## config.mk

```make
export PLATFORM = sky130hd
export DESIGN_NAME = sss_top
export DESIGN_NICKNAME = d
export VERILOG_FILES = /design/src/shared/sss_pkg.sv /design/src/shared/sss_ctl_if.sv /design/src/hw/sss_core.sv /design/src/hw/sss_top.sv
export VERILOG_INCLUDE_DIRS = /design/src /design/src/shared
export SDC_FILE = /design/constraint.sdc
export NUM_CORES = 1
export LEC_CHECK = 0
export ABC_AREA = 1
export BUFFER_PORTS_ARGS = -buffer_cell sky130_fd_sc_hd__buf_4
export CAP_MARGIN = 20
export CORE_MARGIN = 3
export CORE_UTILIZATION = 44
export CTS_CLUSTER_DIAMETER = 150
export DETAILED_ROUTE_END_ITERATION = 8
export PLACE_DENSITY = 0.67
export REMOVE_ABC_BUFFERS = 1
export SYNTH_ARGS = -nofsm -noshare
export SYNTH_HDL_FRONTEND = slang
export SYNTH_SLANG_ARGS = --single-unit
```

## constraint.sdc

```tcl
create_clock -name aclk -period 1.7 [get_ports aclk]
set_input_delay 0.085 -clock aclk [delete_from_list [all_inputs] [get_ports aclk]]
set_output_delay 0.085 -clock aclk [all_outputs]
set_load 0.02 [all_outputs]
```

## src/shared/sss_map.svh

```systemverilog
// Register map, field positions, reset values and timing counts
// Assumes inclusion by the sleep sequencer top, its core and the testbench
`ifndef SSS_MAP_SVH
`define SSS_MAP_SVH
`define SSS_CNT_A_OFF 12'h000
`define SSS_CNT_B_OFF 12'h004
`define SSS_STS_A_OFF 12'h008
`define SSS_STS_B_OFF 12'h00c
`define SSS_WAKE_EN_OFF 12'h010
`define SSS_PWR_MAP_OFF 12'h014
`define SSS_STATE_OFF 12'h018
`define SSS_IRQ_STS_OFF 12'h01c
`define SSS_IRQ_MASK_OFF 12'h020
`define SSS_TYP_LSB 10
`define SSS_TYP_MSB 12
`define SSS_EN_BIT 13
`define SSS_WAK_BIT 15
`define SSS_TYP_RST 3'h0
`define SSS_WAKE_EN_RST 8'h00
`define SSS_PWR_MAP_RST 8'h00
`define SSS_IRQ_MASK_RST 2'h0
`define SSS_SETTLE_NS 100
`define SSS_SETTLE_CYC ((`SSS_SETTLE_NS + 4) / 5)
`endif

```

## src/shared/sss_pkg.sv

```systemverilog
// Types shared by the sleep sequencer modules
// Assumes no other package
package sss_pkg;
  typedef enum logic [3:0] {
    SSS_WORK = 4'h1,
    SSS_ENTER = 4'h2,
    SSS_SLEEP = 4'h4,
    SSS_WAKE = 4'h8
  } sss_state_t;
  typedef logic [2:0] sss_typ_t;
endpackage
```

## src/shared/sss_ctl_if.sv

```systemverilog
// Control bundle between the register slave and the sequencer core
// Assumes one clock shared by both ends
`timescale 1ns/10ps
interface sss_ctl_if;
  logic cmd_a;
  logic cmd_b;
  logic [2:0] typ;
  logic wake;
  logic asleep;
  logic [7:0] pwr_off;
  logic cpu_halt;
  logic [3:0] state;
  modport core (input cmd_a, input cmd_b, input typ, output wake, output asleep,
    output pwr_off, output cpu_halt, output state);
  modport regs (output cmd_a, output cmd_b, output typ, input wake, input asleep,
    input pwr_off, input cpu_halt, input state);
endinterface

```

## src/hw/sss_core.sv

```systemverilog
// Sleep sequencer core: enter sleep on command, leave on wake event
// Assumes wake inputs already synchronised and enables applied upstream
`timescale 1ns/10ps
`include "sss_map.svh"
module sss_core (
  input wire logic aclk,
  input wire logic aresetn,
  input wire logic wake_evt,
  input wire logic [7:0] pwr_map,
  sss_ctl_if.core ctl
);
  sss_pkg::sss_state_t st_r, st_nxt;
  sss_pkg::sss_typ_t typ_r, typ_nxt;
  logic [7:0] cnt_r, cnt_nxt;
  logic a_seen_r, a_seen_nxt;
  logic [7:0] off_r, off_nxt;

  // Next state: sleep only on software command, wake without one
  always_comb begin
    st_nxt = st_r;
    typ_nxt = typ_r;
    cnt_nxt = cnt_r;
    a_seen_nxt = a_seen_r;
    off_nxt = off_r;
    case (st_r)
      sss_pkg::SSS_WORK: begin
        off_nxt = 8'h00;
        if (ctl.cmd_a) begin
          a_seen_nxt = 1'b1;
          typ_nxt = ctl.typ;
        end
        // Both blocks must carry the command before sequencing starts
        if (ctl.cmd_b && (a_seen_r || ctl.cmd_a)) begin
          st_nxt = sss_pkg::SSS_ENTER;
          cnt_nxt = 8'(`SSS_SETTLE_CYC);
          a_seen_nxt = 1'b0;
        end
      end
      sss_pkg::SSS_ENTER: begin
        off_nxt = pwr_map;
        if (cnt_r == 8'h00) begin
          st_nxt = sss_pkg::SSS_SLEEP;
        end else begin
          cnt_nxt = cnt_r - 8'h01;
        end
      end
      sss_pkg::SSS_SLEEP: begin
        if (wake_evt) begin
          st_nxt = sss_pkg::SSS_WAKE;
          off_nxt = 8'h00;
        end
      end
      sss_pkg::SSS_WAKE: begin
        st_nxt = sss_pkg::SSS_WORK;
      end
      default: begin
        st_nxt = sss_pkg::SSS_WORK;
      end
    endcase
  end

  // Registers only
  always_ff @(posedge aclk) begin
    if (!aresetn) begin
      st_r <= sss_pkg::SSS_WORK;
      typ_r <= `SSS_TYP_RST;
      cnt_r <= 8'h00;
      a_seen_r <= 1'b0;
      off_r <= 8'h00;
    end else begin
      st_r <= st_nxt;
      typ_r <= typ_nxt;
      cnt_r <= cnt_nxt;
      a_seen_r <= a_seen_nxt;
      off_r <= off_nxt;
    end
  end

  // Halt keeps context; DRAM untouched, no reset asserted
  assign ctl.cpu_halt = (st_r == sss_pkg::SSS_SLEEP) || (st_r == sss_pkg::SSS_ENTER);
  assign ctl.asleep = (st_r == sss_pkg::SSS_SLEEP);
  assign ctl.wake = (st_r == sss_pkg::SSS_WAKE);
  assign ctl.pwr_off = off_r;
  assign ctl.state = st_r;
endmodule // sss_core

```

## src/hw/sss_top.sv

```systemverilog
// AXI4-Lite register slave and wiring of the sleep sequencer
// Assumes wake pins asynchronous; power and halt outputs go to platform logic
//
// Implementation choices: the register addresses and the AXI4-Lite interface to the registers.
`timescale 1ns/10ps
`include "sss_map.svh"
// Notes on behaviour
// - Writing one to the wake status bit clears it; writing zero leaves it.
// - Sleep begins only on a software write carrying sleep type and enable.
// - A wake event returns the system to working with no software command.
// - In light sleep processors halt with context kept and DRAM retained.
// - In light sleep power resources referenced at working level are switched off.
// - A sleeping device stays in a state only while its resources are on, else off.
// - An enabled wake device raises the event; the processor resumes where it stopped.
module sss_top (
  aclk,
  aresetn,
  s_axi_awaddr,
  s_axi_awvalid,
  s_axi_awready,
  s_axi_wdata,
  s_axi_wstrb,
  s_axi_wvalid,
  s_axi_wready,
  s_axi_bresp,
  s_axi_bvalid,
  s_axi_bready,
  s_axi_araddr,
  s_axi_arvalid,
  s_axi_arready,
  s_axi_rdata,
  s_axi_rresp,
  s_axi_rvalid,
  s_axi_rready,
  wake_pin,
  pwr_off,
  cpu_halt,
  irq
);
  input wire logic aclk;
  input wire logic aresetn;
  input wire logic [11:0] s_axi_awaddr;
  input wire logic s_axi_awvalid;
  output logic s_axi_awready;
  input wire logic [31:0] s_axi_wdata;
  input wire logic [3:0] s_axi_wstrb;
  input wire logic s_axi_wvalid;
  output logic s_axi_wready;
  output logic [1:0] s_axi_bresp;
  output logic s_axi_bvalid;
  input wire logic s_axi_bready;
  input wire logic [11:0] s_axi_araddr;
  input wire logic s_axi_arvalid;
  output logic s_axi_arready;
  output logic [31:0] s_axi_rdata;
  output logic [1:0] s_axi_rresp;
  output logic s_axi_rvalid;
  input wire logic s_axi_rready;
  input wire logic [7:0] wake_pin;
  output logic [7:0] pwr_off;
  output logic cpu_halt;
  output logic irq;

  sss_ctl_if ctl ();

  // Register decode used by both the read and the write paths
  function automatic logic mapped(input logic [11:0] a);
    mapped = (a[1:0] == 2'b00) && (a <= `SSS_IRQ_MASK_OFF);
  endfunction

  logic [7:0] sync1_r, sync2_r, wpin_prev_r;
  logic [1:0] wak_r, wak_nxt;
  logic [7:0] wake_en_r, wake_en_nxt;
  logic [7:0] pwr_map_r, pwr_map_nxt;
  logic [1:0] irq_sts_r, irq_sts_nxt;
  logic [1:0] irq_mask_r, irq_mask_nxt;
  logic [2:0] typ_a_r, typ_a_nxt;
  logic [2:0] typ_b_r, typ_b_nxt;
  logic cmd_a_r, cmd_a_nxt, cmd_b_r, cmd_b_nxt;
  logic aw_hold_r, aw_hold_nxt, w_hold_r, w_hold_nxt;
  logic [11:0] awaddr_r, awaddr_nxt;
  logic [31:0] wdata_r, wdata_nxt;
  logic [3:0] wstrb_r, wstrb_nxt;
  logic awready_nxt, wready_nxt, bvalid_nxt, arready_nxt, rvalid_nxt;
  logic [1:0] bresp_nxt, rresp_nxt;
  logic [31:0] rdata_nxt;
  logic [7:0] pwr_off_nxt;
  logic halt_nxt, irq_nxt;
  logic wake_evt;
  logic do_wr;
  logic [11:0] wa;
  logic [31:0] wd;
  logic [3:0] ws;

  // Two-flop synchroniser on the asynchronous wake pins
  always_ff @(posedge aclk) begin
    if (!aresetn) begin
      sync1_r <= 8'h00;
      sync2_r <= 8'h00;
      wpin_prev_r <= 8'h00;
    end else begin
      sync1_r <= wake_pin;
      sync2_r <= sync1_r;
      wpin_prev_r <= sync2_r;
    end
  end

  // Rising edge of an enabled wake source, only meaningful while asleep
  assign wake_evt = ctl.asleep && |(sync2_r & ~wpin_prev_r & wake_en_r);

  assign ctl.cmd_a = cmd_a_r;
  assign ctl.cmd_b = cmd_b_r;
  assign ctl.typ = typ_a_r;

  sss_core u_core (
    .aclk(aclk),
    .aresetn(aresetn),
    .wake_evt(wake_evt),
    .pwr_map(pwr_map_r),
    .ctl(ctl)
  );

  // Write channel capture and register update
  always_comb begin
    aw_hold_nxt = aw_hold_r;
    w_hold_nxt = w_hold_r;
    awaddr_nxt = awaddr_r;
    wdata_nxt = wdata_r;
    wstrb_nxt = wstrb_r;
    awready_nxt = 1'b0;
    wready_nxt = 1'b0;
    bvalid_nxt = s_axi_bvalid && !s_axi_bready;
    bresp_nxt = s_axi_bresp;
    wak_nxt = wak_r;
    wake_en_nxt = wake_en_r;
    pwr_map_nxt = pwr_map_r;
    irq_mask_nxt = irq_mask_r;
    irq_sts_nxt = irq_sts_r;
    typ_a_nxt = typ_a_r;
    typ_b_nxt = typ_b_r;
    cmd_a_nxt = 1'b0;
    cmd_b_nxt = 1'b0;
    wa = awaddr_r;
    wd = wdata_r;
    ws = wstrb_r;
    // Ready pulses one cycle, then the item is held until the response
    if (s_axi_awvalid && !aw_hold_r && !s_axi_awready && !s_axi_bvalid) begin
      awready_nxt = 1'b1;
    end
    if (s_axi_wvalid && !w_hold_r && !s_axi_wready && !s_axi_bvalid) begin
      wready_nxt = 1'b1;
    end
    if (s_axi_awvalid && s_axi_awready) begin
      aw_hold_nxt = 1'b1;
      awaddr_nxt = s_axi_awaddr;
      wa = s_axi_awaddr;
    end
    if (s_axi_wvalid && s_axi_wready) begin
      w_hold_nxt = 1'b1;
      wdata_nxt = s_axi_wdata;
      wstrb_nxt = s_axi_wstrb;
      wd = s_axi_wdata;
      ws = s_axi_wstrb;
    end
    do_wr = aw_hold_nxt && w_hold_nxt;
    if (do_wr) begin
      aw_hold_nxt = 1'b0;
      w_hold_nxt = 1'b0;
      bvalid_nxt = 1'b1;
      bresp_nxt = mapped(wa) ? 2'b00 : 2'b10;
      case (wa)
        `SSS_CNT_A_OFF: begin
          if (ws[1]) begin
            typ_a_nxt = ctl.cpu_halt ? typ_a_r : wd[`SSS_TYP_MSB:`SSS_TYP_LSB];
            cmd_a_nxt = wd[`SSS_EN_BIT];
          end
        end
        `SSS_CNT_B_OFF: begin
          if (ws[1]) begin
            typ_b_nxt = ctl.cpu_halt ? typ_b_r : wd[`SSS_TYP_MSB:`SSS_TYP_LSB];
            cmd_b_nxt = wd[`SSS_EN_BIT];
          end
        end
        `SSS_STS_A_OFF: begin
          if (ws[1] && wd[`SSS_WAK_BIT]) wak_nxt[0] = 1'b0;
        end
        `SSS_STS_B_OFF: begin
          if (ws[1] && wd[`SSS_WAK_BIT]) wak_nxt[1] = 1'b0;
        end
        `SSS_WAKE_EN_OFF: begin
          if (ws[0]) wake_en_nxt = wd[7:0];
        end
        `SSS_PWR_MAP_OFF: begin
          if (ws[0]) pwr_map_nxt = wd[7:0];
        end
        `SSS_IRQ_STS_OFF: begin
          if (ws[0]) irq_sts_nxt = irq_sts_r & ~wd[1:0];
        end
        `SSS_IRQ_MASK_OFF: begin
          if (ws[0]) irq_mask_nxt = wd[1:0];
        end
        default: begin
          // Read-only or unmapped: nothing changes
          bresp_nxt = mapped(wa) ? 2'b00 : 2'b10;
        end
      endcase
    end
    // Hardware sets win over software clears
    if (ctl.wake) begin
      wak_nxt = 2'b11;
      irq_sts_nxt[0] = 1'b1;
    end
    // Sleep reached; set again each sleeping cycle, so it beats a clear
    if (ctl.asleep) irq_sts_nxt[1] = 1'b1;
  end

  // Read channel: one outstanding read, answered the cycle after arready
  always_comb begin
    arready_nxt = s_axi_arvalid && !s_axi_arready && !s_axi_rvalid;
    rvalid_nxt = s_axi_rvalid && !s_axi_rready;
    rdata_nxt = s_axi_rdata;
    rresp_nxt = s_axi_rresp;
    if (s_axi_arvalid && s_axi_arready) begin
      rvalid_nxt = 1'b1;
      rresp_nxt = mapped(s_axi_araddr) ? 2'b00 : 2'b10;
      case (s_axi_araddr)
        `SSS_CNT_A_OFF: rdata_nxt = {19'h0, typ_a_r, 10'h0};
        `SSS_CNT_B_OFF: rdata_nxt = {19'h0, typ_b_r, 10'h0};
        `SSS_STS_A_OFF: rdata_nxt = {16'h0, wak_r[0], 15'h0};
        `SSS_STS_B_OFF: rdata_nxt = {16'h0, wak_r[1], 15'h0};
        `SSS_WAKE_EN_OFF: rdata_nxt = {24'h0, wake_en_r};
        `SSS_PWR_MAP_OFF: rdata_nxt = {24'h0, pwr_map_r};
        `SSS_STATE_OFF: rdata_nxt = {28'h0, ctl.state};
        `SSS_IRQ_STS_OFF: rdata_nxt = {30'h0, irq_sts_r};
        `SSS_IRQ_MASK_OFF: rdata_nxt = {30'h0, irq_mask_r};
        default: rdata_nxt = 32'h0;
      endcase
    end
    pwr_off_nxt = ctl.pwr_off;
    halt_nxt = ctl.cpu_halt;
    irq_nxt = |(irq_sts_nxt & irq_mask_nxt);
  end

  // Registers only
  always_ff @(posedge aclk) begin
    if (!aresetn) begin
      aw_hold_r <= 1'b0;
      w_hold_r <= 1'b0;
      awaddr_r <= 12'h000;
      wdata_r <= 32'h0;
      wstrb_r <= 4'h0;
      s_axi_awready <= 1'b0;
      s_axi_wready <= 1'b0;
      s_axi_bvalid <= 1'b0;
      s_axi_bresp <= 2'b00;
      s_axi_arready <= 1'b0;
      s_axi_rvalid <= 1'b0;
      s_axi_rdata <= 32'h0;
      s_axi_rresp <= 2'b00;
      wak_r <= 2'b00;
      wake_en_r <= `SSS_WAKE_EN_RST;
      pwr_map_r <= `SSS_PWR_MAP_RST;
      irq_sts_r <= 2'b00;
      irq_mask_r <= `SSS_IRQ_MASK_RST;
      typ_a_r <= `SSS_TYP_RST;
      typ_b_r <= `SSS_TYP_RST;
      cmd_a_r <= 1'b0;
      cmd_b_r <= 1'b0;
      pwr_off <= 8'h00;
      cpu_halt <= 1'b0;
      irq <= 1'b0;
    end else begin
      aw_hold_r <= aw_hold_nxt;
      w_hold_r <= w_hold_nxt;
      awaddr_r <= awaddr_nxt;
      wdata_r <= wdata_nxt;
      wstrb_r <= wstrb_nxt;
      s_axi_awready <= awready_nxt;
      s_axi_wready <= wready_nxt;
      s_axi_bvalid <= bvalid_nxt;
      s_axi_bresp <= bresp_nxt;
      s_axi_arready <= arready_nxt;
      s_axi_rvalid <= rvalid_nxt;
      s_axi_rdata <= rdata_nxt;
      s_axi_rresp <= rresp_nxt;
      wak_r <= wak_nxt;
      wake_en_r <= wake_en_nxt;
      pwr_map_r <= pwr_map_nxt;
      irq_sts_r <= irq_sts_nxt;
      irq_mask_r <= irq_mask_nxt;
      typ_a_r <= typ_a_nxt;
      typ_b_r <= typ_b_nxt;
      cmd_a_r <= cmd_a_nxt;
      cmd_b_r <= cmd_b_nxt;
      pwr_off <= pwr_off_nxt;
      cpu_halt <= halt_nxt;
      irq <= irq_nxt;
    end
  end
endmodule // sss_top

```

# Word-level counts from Yosys, hierarchy flattened

Index checks and enable logic that the tools add are counted.

Output and inout port bits: 51
Input bits: 75
Logic and storage cells: 162
Register bits: 158

Muxes and demuxes: 37
Reduce and logical (&&, ||, !) cells: 57
Order comparisons: 2
Bitwise logic cells: 8
Equal/unequal tests: 23
Add/sub/neg operators: 1

Operator list:

| operator                                              | count |
|---|---|
| case mux 16 bit (9 select lines)                      | 1 |
| == test 12 x 5 -> 1 bit (second input constant)       | 7 |
| == test 12 x 4 -> 1 bit (second input constant)       | 4 |
| == test 12 x 3 -> 1 bit (second input constant)       | 2 |
| == test 12 x 6 -> 1 bit (second input constant)       | 2 |
| <= comparator 12 x 6 -> 1 bit (second input constant) | 2 |
| zero test 12 bit                                      | 2 |
| two-way mux 8 bit                                     | 3 |
| case mux 8 bit (3 select lines)                       | 1 |
| AND reduction 3 bit                                   | 8 |
| two-way mux 2 bit                                     | 11 |
| logical AND 1 bit                                     | 19 |
| AND 8 bit                                             | 2 |
| two-way mux 16 bit                                    | 1 |
| case mux 8 bit (2 select lines)                       | 1 |
| two-way mux 1 bit                                     | 14 |
| two-way mux 12 bit                                    | 1 |
| two-way mux 4 bit                                     | 3 |
| case mux 4 bit (3 select lines)                       | 1 |
| nonzero test 2 bit                                    | 6 |
| zero test 1 bit                                       | 9 |
| zero test 8 bit                                       | 1 |
| NOT 8 bit                                             | 1 |
| AND reduction 4 bit                                   | 2 |
| 16 further kinds                                      | 24 |

# Logic depth before layout (Yosys ltp)

Gate-level depths: netlist of the first run.

Word-level depth: 10
Depth in mapped cells: 13

# Modules after synthesis

A second synthesis of the first run with hierarchy kept.

Cell total of the unflattened synthesis: 842
Area total of the unflattened synthesis: 5,915.7 µm²

Modules (own cells, without submodules):

| module   | instances | area an instance (µm²) | sequential area each (µm²) | cells an instance |
|---|---|---|---|---|
| sss_top  | 1         | 4,838.4                | 2,242.2                    | 685 |
| sss_core | 1         | 1,077.3                | 420.4                      | 157 |

# Least setup slack after synthesis of the first run

No wires, ideal clock.

Kind: register -> register
Start: register s_axi_wready
End: register pwr_map_r[1]
Data arrival time: 1.590 ns
Stages on the path, launching flop included: 11
Library setup time: 0.138 ns
Required time: 1.562 ns
Slack: -0.029 ns
Cell sequence: dfxtp_1 > nand2_2 > nand2_1 > nand2_2 > nor2_4 > inv_1 > nor3_2 > buf_4 > nand2_2 > inv_2 > a21oi_1

Longest elaborated chain between the ends: 4
Elaborated cells between the ends (all ways): 6
Classes of those cells: mux: 3; reduce/logical: 3

Ends and longest elaborated chain:

| item                                 | RTL line       | RTL |
|---|---|---|
| start: declaration                   | sss_top.sv:48  | `output logic s_axi_wready;` |
| start signal: assignment             | sss_top.sv:279 | `s_axi_wready <= wready_nxt;` |
| logical AND 1 bit *                  | sss_top.sv:158 | `if (s_axi_wvalid && s_axi_wready) begin` |
| two-way mux 1 bit                    | sss_top.sv:158 |  |
| logical AND 1 bit                    | sss_top.sv:165 | `do_wr = aw_hold_nxt && w_hold_nxt;` |
| AND reduction 3 bit (no source line) | --             |  |
| end signal: assignment               | sss_top.sv:262 | `` pwr_map_r <= `SSS_PWR_MAP_RST; `` |
| end signal: assignment               | sss_top.sv:288 | `pwr_map_r <= pwr_map_nxt;` |
| end: declaration                     | sss_top.sv:74  | `logic [7:0] pwr_map_r, pwr_map_nxt;` |

Every way passes the cells marked *; elsewhere a longest branch is shown, timed or not.
A chain may end at the register's enable or synchronous reset.

# Worst setup path in the final report of the first run

Start: register s_axi_awready
End: register typ_a_r[1] (netlist: ctl.typ[1])

Longest elaborated chain between the ends: 4
Elaborated cells between the ends (all ways): 6
Classes of those cells: mux: 2; reduce/logical: 4

Ends and longest elaborated chain:

| item                                                    | RTL line                       | RTL |
|---|---|---|
| start: declaration                                      | sss_top.sv:44                  | `output logic s_axi_awready;` |
| start signal: assignment                                | sss_top.sv:278                 | `s_axi_awready <= awready_nxt;` |
| logical AND 1 bit *                                     | sss_top.sv:153                 | `if (s_axi_awvalid && s_axi_awready) begin` |
| two-way mux 12 bit or two-way mux 1 bit (tied branches) | --                             |  |
| zero test 12 bit or logical AND 1 bit (tied branches)   | sss_top.sv:171, sss_top.sv:165 |  |
| AND reduction 4 bit (no source line) *                  | --                             |  |
| end signal: assignment                                  | sss_top.sv:265                 | `` typ_a_r <= `SSS_TYP_RST; `` |
| end signal: assignment                                  | sss_top.sv:291                 | `typ_a_r <= typ_a_nxt;` |
| end: declaration                                        | sss_top.sv:77                  | `logic [2:0] typ_a_r, typ_a_nxt;` |

Marked as above.

==> metrics, run 1 <==
status finished, final reports clean; Async S/R FF share, synth 0; DRC Markers 0; Worst Tran Pin Value 562 ps; H-tree levels 4; routed wl met2 6680 um; cell taking the most area after synthesis dfxtp_1; synth warn 0; Max clock buf depth 2; nets@finish 1,006; final hold violation count 0; TritonCTS Buffers 17; worst-skew pair later-pin latency 420 ps; dominant synthesized flop cell dfxtp_1; Yosys cell types 36; Core Rows 40; Post-Place Cells 1,051; Tmin final 1700 ps; Routed WL 14,200 um; peak supply drop 0.827 mV; synth top area cells dfxtp_1 47%, nand2_1 13%, inv_1 6.8%, nand3_1 5.8%, nor2_1 5.4%; FF/Latch Area 2670 um2; CTS tree yes; synthesis-stage register bit count 133; first-pass GRT wire length 23,200 um; register area share after synthesis 0.470; worst-path fanout max 22; total track usage 0.204; Sink Count 133; Post-synth EDFFs 0; Remaining Overflow, GRT 0; share of layout cells above drive strength 1 0.225; most common library cells after synthesis 191 x nand2_1, 133 x dfxtp_1, 102 x inv_1; met1 WL 6760 um; max cap viols 0; Post-Syn Instances 779; most common cell in the netlist nand2_1; Die Width 119 um; final cycle utilization of the critical path 1.00; FMAX 588 MHz; Worst Hold Class primary input to flip-flop; fillers 1,121; metal3 WL 676 um; reg2reg start s_axi_awready$_SDFF_PN0_; CP startpoint kind flip-flop; Arrival @ worst endpoint 2020 ps; HPWL after detailed placement 10,100 um; initial antenna violation count 0; Starting Density 0.460; top-area cell type share of the netlist area 0.470; DR WL/cell 12.8 um; Worst Setup SP s_axi_awready$_SDFF_PN0_; Final Total Pwr 8110 uW; Slew Limit Fails 0; Die Y-Extent 119 um; Final setup viols 0; CP required 2020 ps; Slew HR 0.625; Core Box Area 12,300 um2; root buf cell clkbuf_16; average cell area after synthesis 7.27 um2; Crit Path Category flip-flop to flip-flop; clk slew on worst S/H paths 60 ps; DR vias/cell 4.72; Top Ports 126; Pre-antenna DRT Iters 5; via count 5,236; worst hold path startpoint s_axi_awaddr[7]; highest routed layer met4; antenna-violating nets left 0; Buffers on Ports 82; initial DRC count 304; combined area of the multi-input logic cells 2500 um2; routability cong. 0.864; RSZ-0062 raised after global routing yes; clk_skew 9.92 ps; Final Non-Filler Cells 1,110; P_leak 0.00376 uW; P&R area growth vs syn 35.8%; largest net degree at the start of global routing 37; Syn Std Cell Area 5660 um2; Pwr per Cell Area 1050 nW/um2; die area 14,300 um2; crit end category flip-flop; antenna cells 0; vias in the first global route 4,835; setup slack, reg-to-reg 0.3 ps
[logic make-up (layout without fill, tap and decap cells)]
group | after synthesis | after routing | synth area share
multiplexers | 8 | 8 | 0.0141
adder cells (fa/ha/maj) | 2 | 2 | 0.00442
buffers and inverters | 151 | 293 | 0.121
AND/OR/NAND/NOR | 385 | 385 | 0.291
flip-flops | 133 | 133 | 0.470
AO/OA/AOI/OAI | 94 | 94 | 0.0906
other | 1 | 22 | 0.000662
XOR/XNOR | 5 | 5 | 0.00773
[what timing repair did]
action / CTS / global route
endpoints found under the setup margin: 23 / 39
endpoints found under the hold margin: 25 / 0
hold buffers: 22 / 0
resized for setup: 20 / 17
gates cloned: 1 / 0
pin swaps: 2 / 2
buffers inserted: 2 / 2
[sequential cells by signal (all words and copies together), names as in the netlist, 2 cells and up]
signal and flops:
awaddr_r 12, ctl.typ 3, irq_mask_r 2, irq_sts_r 2
pwr_map_r 8, pwr_off 8, s_axi_rdata 12, sync1_r 8
sync2_r 8, typ_b_r 3, u_core.cnt_r 8, u_core.ctl.pwr_off 8
u_core.ctl.state 4, wak_r 2, wake_en_r 8, wdata_r 13
wpin_prev_r 8, wstrb_r 2
[power by group]
part,switching (uW),total [uW],internal [uW]
clock,1340,3850,2520
sequential,46.9,3260,3210
combinational,569,1000,431
[metrics by stage]
step / TNS, ps / util / hold WS (ps) / area, um2 / setup slack (ps)
after CTS: 0 / 0.619 / 2.53 / 7620 / 5.01
after detailed placement: -1420 / 0.542 / 270 / 6670 / -121
after global placement: -915 / 0.542 / 265 / 6670 / -110
final: 0 / 0.624 / 18.7 / 7690 / 0.333
after floorplan: -18160 / - / 178 / 5450 / -778
after global routing: -2250 / 0.624 / 40.0 / 7690 / -141
[area by class of cell]
| cell class | instances | area share |
|---|---|---|
| clock buffer | 23 | 0.0648 |
| clock inverter | 9 | 0.0181 |
| inverter | 104 | 0.0511 |
| multi-input combinational | 516 | 0.325 |
| sequential | 133 | 0.347 |
| tap | 168 | 0.0273 |
| timing repair buffer | 157 | 0.167 |
[final timing paths]
check,to,cells past startpoint
hold reg to reg,sync2_r[0]$_SDFF_PN0_,2
hold / removal,awaddr_r[7]$_SDFF_PN0_,5
setup reg to reg,ctl.typ[1]$_SDFFE_PN0P_,12
setup / recovery,ctl.typ[1]$_SDFFE_PN0P_,12
[routing by layer]
metal  global-route usage  up-vias
met3               0.0541       13
met5                    0        -
li1                     -     2723
met4               0.0594        0
met1                0.268     2382
met2                0.331      118
[worst max-delay path, stage by stage (launching register included)]
cell	delay (ps)
dfxtp_2	370
nand2_2	70
buf_12	160
nand2_1	60
nand2_1	70
nor2_2	120
nand2_2	90
nor3_4	200
nand2_2	110
nor2_4	180
nand2_1	70
nand2_1	60
nor2_1	40
[placed cells by master (no fill, tap or decap), types with 8 or more instances in the layout]
cell           netlist  layout
nor2_1              82      77
clkbuf_16            0      17
a21oi_1             44      44
inv_1              102     100
dfxtp_1            133     131
nand2_1            191     187
conb_1               1      22
nand2_2              9      11
nor3_1              12       9
o21ai_0             26      24
buf_4               27     129
o22ai_1             11      11
nand3_1             66      64
dlygate4sd3_1        0      22
mux2i_1              8       8
(Power assumes the default switching activity.)
==> run 2: changes to the inputs <==
--- a/config.mk
+++ b/config.mk
@@ -9,11 +9,11 @@
 export ABC_AREA = 1
 export BUFFER_PORTS_ARGS = -buffer_cell sky130_fd_sc_hd__buf_4
 export CAP_MARGIN = 20
-export CORE_MARGIN = 3
+export CORE_MARGIN = 2
 export CORE_UTILIZATION = 44
 export CTS_CLUSTER_DIAMETER = 150
 export DETAILED_ROUTE_END_ITERATION = 8
-export PLACE_DENSITY = 0.67
+export PLACE_DENSITY = 0.69
 export REMOVE_ABC_BUFFERS = 1
 export SYNTH_ARGS = -nofsm -noshare
 export SYNTH_HDL_FRONTEND = slang
==> metrics, run 2 (synthesized netlist as in run 1, its figures left out) <==
final cycle utilization of the critical path 1.02; worst-skew pair later-pin latency 420 ps; antenna cells 0; root buf cell clkbuf_16; failing checks setup timing; worst-path fanout max 11; combinational power share 0.138; Routed WL 14,500 um; H-tree levels 4; Die Y-Extent 117 um; RSZ-0062 raised after global routing yes; most common cell after layout, fill and taps aside nand2_1; DR WL/cell 12.9 um; P_leak 0.00387 uW; Sink Count 133; sw frac 0.251; Worst Hold Class primary input to flip-flop; Crit Path Category flip-flop to flip-flop; Tmin final 1740 ps; Final Total Pwr 8070 uW; Slew HR 0.592; P&R area growth vs syn 41.2%; initial DRC count 421; Pwr per Cell Area 1010 nW/um2; Net Sw Power 2020 uW; Die Width 117 um; die area 13,800 um2; Buffers on Ports 82; CP required 2070 ps; WHS 8.84 ps; Slew Limit Fails 0; clock power share 0.458; CTS tree yes; first-pass GRT wire length 22,900 um; Top Ports 126; routability cong. 0.891; clk_skew 6.77 ps; Remaining Overflow, GRT 0; DRC Markers 0; setup ws final -40.7 ps; Regs by FF count wdata_r: 13 flops, awaddr_r: 12 flops, s_axi_rdata: 12 flops; Sequential Power Share 0.404; Worst Tran Pin Value 606 ps; nets@finish 1,019; DR vias/cell 4.73; via count 5,325; max cap viols 0; Starting Density 0.450; Core Box Area 12,600 um2; vias in the first global route 4,960; Max clock buf depth 2; crit end category flip-flop; final hold violation count 0; largest reg by FF count wdata_r; status finished, violations left; Final setup viols 13; largest net degree at the start of global routing 35; total track usage 0.207; initial antenna violation count 0; FMAX 574 MHz; TritonCTS Buffers 17; clk slew on worst S/H paths 60 ps; Pre-antenna DRT Iters 7; CP startpoint kind flip-flop; Arrival @ worst endpoint 2110 ps; max FFs per register 13; antenna-violating nets left 0; peak supply drop 0.625 mV; Core Rows 41; most frequent cells in the layout 171 x nand2_1, 139 x buf_4, 131 x dfxtp_1; HPWL after detailed placement 10,000 um; Pint 6040 uW; share of layout cells above drive strength 1 0.276
run 2: cell count changes in the layout (fill, tap and decap cells not counted), sizes merged:
cell,before,now
inv,106,105
clkbuf,23,22
buf,135,148
clkinvlp,0,2
clkinv,4,5
dlygate4sd3,22,20
run 2: worst paths after layout:
path                                 start                    end  slack [ps]  cells past startpoint
setup / recovery  s_axi_awready$_SDFF_PN0_         irq$_SDFF_PN0_         -40                     12
hold / removal              s_axi_wdata[3]  wdata_r[3]$_SDFF_PN0_           9                      3
setup reg to reg  s_axi_awready$_SDFF_PN0_         irq$_SDFF_PN0_         -40                     12
hold reg to reg      sync1_r[0]$_SDFF_PN0_  sync2_r[0]$_SDFF_PN0_         410                      2
run 2: area by class of cell:
type                            instances  area (um2)
Clock buffer                           20         447
Clock inverter                         11         153
Fill cell                            1036        4570
Inverter                              104         393
Multi-Input combinational cell        516        2700
Sequential cell                       133        2670
Tap cell                              172         215
Timing Repair Buffer                  170        1420
run 2: worst max-delay path: stages, from the launching register on:
cell and delay (ps):
dfxtp_4 360, nand2_4 100, buf_12 140, nand2_1 70, nand2_2 90, nand2_2 100, nor2_2 220, nand3_1 150
nor2_1 130, nor2_1 60, nor2_2 120, nand2_1 80, nand2_1 70
run 2: timing repair:
item / CTS / global route
hold buffers: 20 / 0
pin swaps: 5 / 21
setup buffers: 3 / 5
cloned: 0 / 3
endpoints found under the hold margin: 22 / 0
gates resized for setup: 16 / 81
endpoints found under the setup margin: 25 / 42
run 2: power groups by stage:
stage | Clock [uW] | Combinational [uW] | Sequential [uW]
final | 3700 | 1110 | 3260
after floorplan | 0 | 465 | 3330
after global routing | 3870 | 1210 | 3270
after CTS | 3730 | 991 | 3260
after global placement | 0 | 885 | 3320
after detailed placement | 0 | 893 | 3320
run 2: metrics by stage:
stage          instances  setup TNS, ps  utilization  worst slack (ps)  area (um2)
2_1_floorplan        753         -18160            -              -778        5450
3_3_place_gp        1064           -598        0.536             -91.7        6730
3_5_place_dp        1064          -1010        0.536              -116        6730
4_1_cts             1118          -15.8        0.606             -12.6        7620
5_1_grt             1126          -2300        0.636              -169        7990
6_report            1126           -191        0.636             -40.7        7990
run 2: layer usage:
layer	track usage	vias to the layer above	wire, um
li1	-	2745	-
met5	0	-	0
met2	0.341	159	6950
met1	0.268	2396	6520
met3	0.0496	25	819
met4	0.0693	0	250
